--- src/hdl/tap_map.svh ---
// Purpose: named constants of the boundary-scan access logic
// Assumes: included by the package and by every module that needs them
// Notes:   definitions only
`ifndef TAP_MAP_SVH
`define TAP_MAP_SVH

// ----------------------------------------------------------------------
// instruction register
// ----------------------------------------------------------------------
`define IR_LEN        3
`define IR_EXTEST     3'h0
`define IR_SAMPLE     3'h1
`define IR_USER1      3'h2
`define IR_USER2      3'h3
`define IR_READBACK   3'h4
`define IR_CONFIG     3'h5
`define IR_BYPASS     3'h7
`define IR_CAPTURE    3'h1

// ----------------------------------------------------------------------
// boundary cell layout
// ----------------------------------------------------------------------
`define CELL_BITS     3
`define CELL_IN       0
`define CELL_OUT      1
`define CELL_OE       2
`define CELL_COUNT_DEF 8

// ----------------------------------------------------------------------
// synchroniser
// ----------------------------------------------------------------------
`define TAP_PIN_COUNT 3
`define TAP_PIN_TCK   0
`define TAP_PIN_TMS   1
`define TAP_PIN_TDI   2

`endif

--- src/hdl/tap_pkg.sv ---
// Purpose: types of the boundary-scan access logic
// Assumes: tap_map.svh holds the numeric constants
// Notes:   state codes are one-hot
`include "tap_map.svh"

package tap_pkg;

	// ------------------------------------------------------------------
	// controller states
	// ------------------------------------------------------------------
	typedef enum logic [15:0] {
		st_reset    = 16'h0001,
		st_idle     = 16'h0002,
		st_sel_dr   = 16'h0004,
		st_cap_dr   = 16'h0008,
		st_shift_dr = 16'h0010,
		st_exit1_dr = 16'h0020,
		st_pause_dr = 16'h0040,
		st_exit2_dr = 16'h0080,
		st_upd_dr   = 16'h0100,
		st_sel_ir   = 16'h0200,
		st_cap_ir   = 16'h0400,
		st_shift_ir = 16'h0800,
		st_exit1_ir = 16'h1000,
		st_pause_ir = 16'h2000,
		st_exit2_ir = 16'h4000,
		st_upd_ir   = 16'h8000
	} tap_state_t;

	// ------------------------------------------------------------------
	// selected data path
	// ------------------------------------------------------------------
	typedef enum logic [2:0] {
		dr_bypass   = 3'h0,
		dr_extest   = 3'h1,
		dr_sample   = 3'h2,
		dr_user1    = 3'h3,
		dr_user2    = 3'h4,
		dr_config   = 3'h5,
		dr_readback = 3'h6
	} dr_sel_t;

endpackage

--- src/hdl/pin_edge_sync.sv ---
// Purpose: two-stage synchroniser for pin inputs, edge detect on bit 0
// Assumes: inputs are asynchronous to clk_sys
// Notes:   rise and fall are one-cycle pulses
`timescale 1ns/100ps

module pin_edge_sync
	import tap_pkg::*;
#(
	parameter int WIDTH = 1
) (
	input  wire logic             clk_sys,
	input  wire logic             rst,
	input  wire logic [WIDTH-1:0] async_in,
	output logic      [WIDTH-1:0] sync_out,
	output logic                  rise,
	output logic                  fall
);

	logic [WIDTH-1:0] stage1_reg;
	logic [WIDTH-1:0] stage2_reg;
	logic             last_reg;

	// ------------------------------------------------------------------
	// per-bit two flip-flop stages
	// ------------------------------------------------------------------
	// stages keep sampling in reset so no false edge follows release
	for (genvar i = 0; i < WIDTH; i++) begin : g_sync
		always_ff @(posedge clk_sys) begin
			stage1_reg[i] <= async_in[i];
			stage2_reg[i] <= stage1_reg[i];
		end
	end

	// ------------------------------------------------------------------
	// edge detect on the settled bit 0
	// ------------------------------------------------------------------
	always_ff @(posedge clk_sys) begin
		last_reg <= stage2_reg[0];
	end

	assign sync_out = stage2_reg;
	assign rise     = stage2_reg[0] & ~last_reg & ~rst;
	assign fall     = ~stage2_reg[0] & last_reg & ~rst;

endmodule

--- src/hdl/boundary_scan_tap.sv ---
// Purpose: boundary-scan test access logic with user and configuration paths
// Assumes: tck, tms, tdi arrive from pins; clk_sys much faster than tck
// Notes:   tck is sampled, not used as a clock
`timescale 1ns/100ps
`include "tap_map.svh"

module boundary_scan_tap
	import tap_pkg::*;
#(
	parameter int N_CELLS = `CELL_COUNT_DEF
) (
	input  wire logic               clk_sys,
	input  wire logic               rst,
	input  wire logic               scan_option,
	input  wire logic               tck_pin,
	input  wire logic               tms_pin,
	input  wire logic               tdi_pin,
	output logic                    tdo_pin_out,
	output logic                    tdo_pin_oe,
	input  wire logic               user_pin_out,
	input  wire logic               user_pin_oe,
	input  wire logic               config_active,
	input  wire logic               config_done,
	input  wire logic               public_en,
	input  wire logic               usercode_en,
	input  wire logic [N_CELLS-1:0] pad_in,
	output logic      [N_CELLS-1:0] pad_out,
	output logic      [N_CELLS-1:0] pad_oe,
	input  wire logic [N_CELLS-1:0] core_out,
	input  wire logic [N_CELLS-1:0] core_oe,
	output logic      [N_CELLS-1:0] core_in,
	output logic                    user_reset,
	output logic                    user_update,
	output logic                    user_shift,
	output logic                    user1_sel,
	output logic                    user2_sel,
	output logic                    user_tdi,
	input  wire logic               user1_tdo,
	input  wire logic               user2_tdo,
	output logic                    cfg_bit,
	output logic                    cfg_bit_valid,
	output logic                    readback_next,
	input  wire logic               readback_bit
);

	localparam int CHAIN = N_CELLS * `CELL_BITS;

	logic [`TAP_PIN_COUNT-1:0] tap_sync;
	logic [N_CELLS-1:0]        pad_sync;
	logic                      tck_rise;
	logic                      tck_fall;
	logic                      tms;
	logic                      tdi;
	tap_state_t                state_reg;
	tap_state_t                state_next;
	logic [`IR_LEN-1:0]        ir_shift_reg;
	logic [`IR_LEN-1:0]        ir_reg;
	dr_sel_t                   dr_sel;
	logic                      pub_ok;
	logic                      bsr_sel;
	logic                      user_sel;
	logic [CHAIN-1:0]          bsr_shift_reg;
	logic [CHAIN-1:0]          bsr_upd_reg;
	logic [CHAIN-1:0]          cap_vec;
	logic [N_CELLS-1:0]        drv_out;
	logic [N_CELLS-1:0]        drv_oe;
	logic                      bypass_reg;
	logic                      dr_tdo;
	logic                      tdo_reg;
	logic                      tdo_oe_reg;

	// ------------------------------------------------------------------
	// pin synchronisers
	// ------------------------------------------------------------------
	pin_edge_sync #(
		.WIDTH (`TAP_PIN_COUNT)
	) u_tap_sync (
		.clk_sys  (clk_sys),
		.rst      (rst),
		.async_in ({tdi_pin, tms_pin, tck_pin}),
		.sync_out (tap_sync),
		.rise     (tck_rise),
		.fall     (tck_fall)
	);

	pin_edge_sync #(
		.WIDTH (N_CELLS)
	) u_pad_sync (
		.clk_sys  (clk_sys),
		.rst      (rst),
		.async_in (pad_in),
		.sync_out (pad_sync),
		.rise     (),
		.fall     ()
	);

	assign tms = tap_sync[`TAP_PIN_TMS];
	assign tdi = tap_sync[`TAP_PIN_TDI];

	// ------------------------------------------------------------------
	// controller state machine
	// ------------------------------------------------------------------
	always_comb begin
		case (state_reg)
			st_reset:    state_next = tms ? st_reset    : st_idle;
			st_idle:     state_next = tms ? st_sel_dr   : st_idle;
			st_sel_dr:   state_next = tms ? st_sel_ir   : st_cap_dr;
			st_cap_dr:   state_next = tms ? st_exit1_dr : st_shift_dr;
			st_shift_dr: state_next = tms ? st_exit1_dr : st_shift_dr;
			st_exit1_dr: state_next = tms ? st_upd_dr   : st_pause_dr;
			st_pause_dr: state_next = tms ? st_exit2_dr : st_pause_dr;
			st_exit2_dr: state_next = tms ? st_upd_dr   : st_shift_dr;
			st_upd_dr:   state_next = tms ? st_sel_dr   : st_idle;
			st_sel_ir:   state_next = tms ? st_reset    : st_cap_ir;
			st_cap_ir:   state_next = tms ? st_exit1_ir : st_shift_ir;
			st_shift_ir: state_next = tms ? st_exit1_ir : st_shift_ir;
			st_exit1_ir: state_next = tms ? st_upd_ir   : st_pause_ir;
			st_pause_ir: state_next = tms ? st_exit2_ir : st_pause_ir;
			st_exit2_ir: state_next = tms ? st_upd_ir   : st_shift_ir;
			st_upd_ir:   state_next = tms ? st_sel_dr   : st_idle;
			default:     state_next = st_reset;
		endcase
	end

	// option off parks the controller; tms high holds it in reset
	always_ff @(posedge clk_sys) begin
		if (rst || !scan_option) begin
			state_reg <= st_reset;
		end else if (tck_rise) begin
			state_reg <= state_next;
		end
	end

	// ------------------------------------------------------------------
	// instruction register
	// ------------------------------------------------------------------
	always_ff @(posedge clk_sys) begin
		if (rst) begin
			ir_shift_reg <= `IR_BYPASS;
		end else if (tck_rise && state_reg == st_cap_ir) begin
			ir_shift_reg <= `IR_CAPTURE;
		end else if (tck_rise && state_reg == st_shift_ir) begin
			ir_shift_reg <= {tdi, ir_shift_reg[`IR_LEN-1:1]};
		end
	end

	always_ff @(posedge clk_sys) begin
		if (rst || state_reg == st_reset) begin
			ir_reg <= `IR_BYPASS;
		end else if (tck_fall && state_reg == st_upd_ir) begin
			ir_reg <= ir_shift_reg;
		end
	end

	// ------------------------------------------------------------------
	// instruction decode and availability
	// ------------------------------------------------------------------
	always_comb begin
		dr_sel = dr_bypass;
		pub_ok = !config_done || public_en;
		case (ir_reg)
			`IR_EXTEST: begin
				if (pub_ok && !config_active) begin
					dr_sel = dr_extest;
				end
			end
			`IR_SAMPLE: begin
				if (pub_ok) begin
					dr_sel = dr_sample;
				end
			end
			`IR_USER1: begin
				if (config_done && usercode_en) begin
					dr_sel = dr_user1;
				end
			end
			`IR_USER2: begin
				if (config_done && usercode_en) begin
					dr_sel = dr_user2;
				end
			end
			`IR_READBACK: begin
				if (config_done && public_en) begin
					dr_sel = dr_readback;
				end
			end
			`IR_CONFIG: begin
				if (pub_ok) begin
					dr_sel = dr_config;
				end
			end
			default: begin
				dr_sel = dr_bypass;
			end
		endcase
	end

	assign bsr_sel  = (dr_sel == dr_extest) || (dr_sel == dr_sample);
	assign user_sel = (dr_sel == dr_user1) || (dr_sel == dr_user2);

	// ------------------------------------------------------------------
	// boundary register, three bits per pin cell
	// ------------------------------------------------------------------
	for (genvar i = 0; i < N_CELLS; i++) begin : g_cell
		// core out and oe are captured too, so internal nodes are visible
		assign cap_vec[i*`CELL_BITS+`CELL_IN]  = pad_sync[i];
		assign cap_vec[i*`CELL_BITS+`CELL_OUT] = core_out[i];
		assign cap_vec[i*`CELL_BITS+`CELL_OE]  = core_oe[i];
		// every cell drives as its own bidirectional pin under extest
		assign drv_out[i] = (dr_sel == dr_extest) ? bsr_upd_reg[i*`CELL_BITS+`CELL_OUT] : core_out[i];
		assign drv_oe[i]  = (dr_sel == dr_extest) ? bsr_upd_reg[i*`CELL_BITS+`CELL_OE]  : core_oe[i];
	end

	always_ff @(posedge clk_sys) begin
		if (rst) begin
			bsr_shift_reg <= '0;
		end else if (tck_rise && bsr_sel && state_reg == st_cap_dr) begin
			bsr_shift_reg <= cap_vec;
		end else if (tck_rise && bsr_sel && state_reg == st_shift_dr) begin
			bsr_shift_reg <= {tdi, bsr_shift_reg[CHAIN-1:1]};
		end
	end

	always_ff @(posedge clk_sys) begin
		if (rst) begin
			bsr_upd_reg <= '0;
		end else if (tck_fall && bsr_sel && state_reg == st_upd_dr) begin
			bsr_upd_reg <= bsr_shift_reg;
		end
	end

	always_ff @(posedge clk_sys) begin
		if (rst) begin
			pad_out <= '0;
			pad_oe  <= '0;
			core_in <= '0;
		end else begin
			pad_out <= drv_out;
			pad_oe  <= drv_oe;
			core_in <= pad_sync;
		end
	end

	// ------------------------------------------------------------------
	// bypass bit, also carries configuration data
	// ------------------------------------------------------------------
	always_ff @(posedge clk_sys) begin
		if (rst) begin
			bypass_reg <= 1'b0;
		end else if (tck_rise && state_reg == st_cap_dr) begin
			bypass_reg <= 1'b0;
		end else if (tck_rise && state_reg == st_shift_dr) begin
			bypass_reg <= tdi;
		end
	end

	// ------------------------------------------------------------------
	// configuration load and readback
	// ------------------------------------------------------------------
	always_ff @(posedge clk_sys) begin
		if (rst) begin
			cfg_bit       <= 1'b0;
			cfg_bit_valid <= 1'b0;
			readback_next <= 1'b0;
		end else begin
			cfg_bit_valid <= tck_rise && state_reg == st_shift_dr && dr_sel == dr_config;
			readback_next <= tck_rise && state_reg == st_shift_dr && dr_sel == dr_readback;
			if (tck_rise && state_reg == st_shift_dr && dr_sel == dr_config) begin
				cfg_bit <= tdi;
			end
		end
	end

	// ------------------------------------------------------------------
	// user register strobes
	// ------------------------------------------------------------------
	always_ff @(posedge clk_sys) begin
		if (rst) begin
			user_reset  <= 1'b1;
			user_update <= 1'b0;
			user_shift  <= 1'b0;
			user1_sel   <= 1'b0;
			user2_sel   <= 1'b0;
			user_tdi    <= 1'b0;
		end else begin
			user_reset  <= state_reg == st_reset;
			user_update <= tck_fall && user_sel && state_reg == st_upd_dr;
			user_shift  <= user_sel && state_reg == st_shift_dr;
			user1_sel   <= dr_sel == dr_user1;
			user2_sel   <= dr_sel == dr_user2;
			user_tdi    <= tdi;
		end
	end

	// ------------------------------------------------------------------
	// serial output, changes on falling clock edges
	// ------------------------------------------------------------------
	always_comb begin
		case (dr_sel)
			dr_extest:   dr_tdo = bsr_shift_reg[0];
			dr_sample:   dr_tdo = bsr_shift_reg[0];
			dr_user1:    dr_tdo = user1_tdo;
			dr_user2:    dr_tdo = user2_tdo;
			dr_readback: dr_tdo = readback_bit;
			default:     dr_tdo = bypass_reg;
		endcase
	end

	always_ff @(posedge clk_sys) begin
		if (rst || state_reg == st_reset) begin
			tdo_reg    <= 1'b0;
			tdo_oe_reg <= 1'b0;
		end else if (tck_fall) begin
			tdo_reg    <= (state_reg == st_shift_ir) ? ir_shift_reg[0] : dr_tdo;
			tdo_oe_reg <= (state_reg == st_shift_ir) || (state_reg == st_shift_dr);
		end
	end

	// shared output pin: scan output when the option is chosen
	always_ff @(posedge clk_sys) begin
		if (rst) begin
			tdo_pin_out <= 1'b0;
			tdo_pin_oe  <= 1'b0;
		end else begin
			tdo_pin_out <= scan_option ? tdo_reg : user_pin_out;
			tdo_pin_oe  <= scan_option ? tdo_oe_reg : user_pin_oe;
		end
	end

endmodule

--- config.mk ---
export PLATFORM = sky130hd
export DESIGN_NAME = boundary_scan_tap
export DESIGN_NICKNAME = d
export VERILOG_FILES = /design/src/hdl/tap_pkg.sv /design/src/hdl/pin_edge_sync.sv /design/src/hdl/boundary_scan_tap.sv
export VERILOG_INCLUDE_DIRS = /design/src /design/src/hdl
export SDC_FILE = /design/constraint.sdc
export NUM_CORES = 1
export LEC_CHECK = 0
export BUFFER_PORTS_ARGS = -buffer_cell sky130_fd_sc_hd__buf_2
export CAP_MARGIN = 20
export CELL_PAD_IN_SITES_DETAIL_PLACEMENT = 1
export CELL_PAD_IN_SITES_GLOBAL_PLACEMENT = 1
export CORE_MARGIN = 2
export CORE_UTILIZATION = 39
export DETAILED_ROUTE_END_ITERATION = 16
export PLACE_DENSITY = 0.85
export SLEW_MARGIN = 40
export SYNTH_ARGS = -nofsm -noshare
export SYNTH_HDL_FRONTEND = slang
export SYNTH_SLANG_ARGS = --single-unit
--- constraint.sdc ---
create_clock -name clk_sys -period 1.96 [get_ports clk_sys]
set_input_delay 0.392 -clock clk_sys [delete_from_list [all_inputs] [get_ports clk_sys]]
set_output_delay 0.392 -clock clk_sys [all_outputs]
set_load 0.01 [all_outputs]
==> impl_metrics.toml <==
[job]
drv_cap = 0

[critical_path]
worstReg2RegEnd = "state_reg[2]"
r2r_slack_ns = -0.02
cp.required_ns = 2.32
r2r-start = "state_reg[13]"
crit_type = "reg2reg"
crit_end = "state_reg[2]"
critPathLaunch = "state_reg[13]"
end_kind = "flop"
worstPathMaxFanout = 3
worstPathArrival_ns = 2.33
cp-start-kind = "flop"
worst_r2r_path_depth = 5

[synthesis]
synth-seq-cells = 123
netlist_area_um2 = 5060
ys_seq_area_frac = 0.487
syn_avg_cell_area_um2 = 9.66
async_flop_share = 0
yosys_most_used_dff = "dfxtp_1"
synth-edff-count = 0
synth_warnings = 0
syn-instance-count = 524
synthTopCellsByCount = "dfxtp_1 (123), a21oi_1 (55), mux2i_1 (47)"
yosysTopAreaCellShare = 0.487
synthDistinctLibCells = 59
ys_top_cells_by_area = "dfxtp_1 (49%), mux2i_1 (9.3%), a21oi_1 (5.4%)"
yosys.area.top_type = "dfxtp_1"
synthMostInstantiatedCell = "dfxtp_1"
synth_nets = 563

[layout]
area_growth_pct = 32.7
regArea_um2 = 2470
drive_above_1_share = 0.336
largest_reg_flops = 24
nNetsFinal = 672
n_antenna_cell = 0
post-route-cell-area_um2 = 6720
multi_input_area_um2 = 2520
fillers = 1436

[clocking]
clk_latency_ns = 0.43
cts_sinks = 123
htreeDepth = 4
cts_buffers = 17
cts_hold_buf = 0
cts-root-buf = "clkbuf_16"
tritoncts = "done"
clk_pin_slew_ns = 0.06
cts_buffer_depth = 2

[route]
routed.top_layer = "met4"
wl_per_cell_um = 21.5
drt_iter0_drc = 349
dr_wl_met2_um = 8840
wl_met1_um = 7190
dr.pass1.iters = 5
wl_um = 17600
drc = 0
vias = 4735
via_per_inst = 5.80
wl_met3_um = 852
antenna_left = 0

[timing]
period_share = 1.01
fin_skew_ns = 0.00879
finalHoldViolations = 0
maxSlewHeadroom = 0.663
fmax_mhz = 506
worstMarginPinSlew_ns = 0.505
fin_hold_ws_ns = 0.0649
setup_viol = 3
fin_ws_ns = -0.0180
rsz0062_at_grt = "true"
drv_slew = 0
min_period_ns = 1.98

[power_and_ir_drop]
p_int_uw = 4580
p_sw_uw = 1320
p_leak_uw = 0.00264
swShare = 0.224
irDropWorstVdd_mv = 0.635
power_frac_comb = 0.042
powerDensity_nw_per_um2 = 880
power_uw = 5910
pwr-share-clk = 0.520
p_seq_frac = 0.438

[floorplanning]
num_rows = 41
fp.dieArea_um2 = 13900
start_util = 0.401
die_x_um = 118
io_pins = 74
die_h_um = 118
core-area_um2 = 12600

[global_route]
grt_remaining_overflow = 0
grt_start_max_net_pins = 39
grt_pass1_vias = 4942
antenna_found_initial = 0
grt_usage = 0.244
grt_pass1_wl_um = 26700

[status]
outcome = "finished, violations left"
violations = "setup timing"

[hold_path]
hold_path_class = "in2reg"

[placement]
place_area_um2 = 5890
dpl.hpwl_um = 10400
portBuffers = 73
gp_congestion = 0.911
[cell usage in the layout, fill, tap and decap left out, types with 18 or more instances in the layout]
master / synthesis / routed
o21ai_0: 22 / 19
nand2_1: 27 / 27
buf_2: 15 / 73
clkbuf_16: 0 / 18
a21oi_1: 55 / 54
a211oi_1: 25 / 19
mux2i_1: 47 / 47
buf_4: 6 / 49
dfxtp_1: 123 / 113
nor2_1: 34 / 32
nand4_1: 21 / 21
[cell type report]
class | instances | area share
multi-input cells | 355 | 0.376
clock buffers | 21 | 0.0686
clock inverters | 10 | 0.0177
well taps | 172 | 0.0320
flip-flops and latches | 123 | 0.368
repair buffers | 132 | 0.135
inverters | 4 | 0.00224
[critical path, stage by stage (launching register included)]
cell	delay (ns)
dfxtp_2	0.34
or4b_4	0.55
or4b_4	0.51
a21oi_4	0.19
o211ai_1	0.13
a21oi_2	0.19
[cell families after synthesis]
family	count (synthesis)	share of synthesized area
and+or+nand+nor	179	0.216
DFF	123	0.487
AOI/OAI and AO/OA	124	0.151
muxes	49	0.0974
buffers and inverters	46	0.0438
xor gates and xnor gates	3	0.00519
[per-layer routing]
layer	vias up	GRT usage
li1	2137	-
met5	-	0
met4	0	0.116
met1	2350	0.300
met2	195	0.403
met3	53	0.0581
[per-stage QoR]
stage	util	worst slack [ns]	setup TNS [ns]	cells
2_1_floorplan	-	-0.0767	-0.156	524
3_3_place_gp	0.466	-0.0444	-0.813	778
3_5_place_dp	0.466	-0.147	-3.05	778
4_1_cts	0.517	-0.0176	-0.0176	809
5_1_grt	0.532	-0.100	-0.787	817
6_report	0.532	-0.0180	-0.0416	817
[worst min-delay path by stage]
stage	from	endpoint	slack, ns	cells past startpoint
after floorplan	u_pad_sync.stage1_reg[0]	u_pad_sync.sync_out[0]	0.31	0
after global placement	u_pad_sync.stage1_reg[7]	u_pad_sync.sync_out[7]	0.31	0
after detailed placement	u_pad_sync.stage1_reg[6]	u_pad_sync.sync_out[6]	0.31	0
after CTS	pad_in[5]	u_pad_sync.stage1_reg[5]	0.05	1
after global routing	pad_in[4]	u_pad_sync.stage1_reg[4]	0.05	1
final	pad_in[5]	u_pad_sync.stage1_reg[5]	0.06	1
[power by group through the flow]
stage / clock (uW) / combinational (uW) / sequential (uW)
CTS: 3110 / 239 / 2590
floorplan: 0 / 95.7 / 2640
global route: 3240 / 267 / 2590
detailed placement: 0 / 231 / 2640
global placement: 0 / 223 / 2630
finish: 3070 / 250 / 2590
[repair_timing]
| action | 4_1_cts | 5_1_grt |
|---|---|---|
| resized for setup | 15 | 34 |
| setup buffers | 0 | 6 |
| cloned | 0 | 2 |
| pin swaps | 3 | 12 |
| setup endpoints to repair | 23 | 52 |
Note: power is estimated with default switching activity, not from simulation.
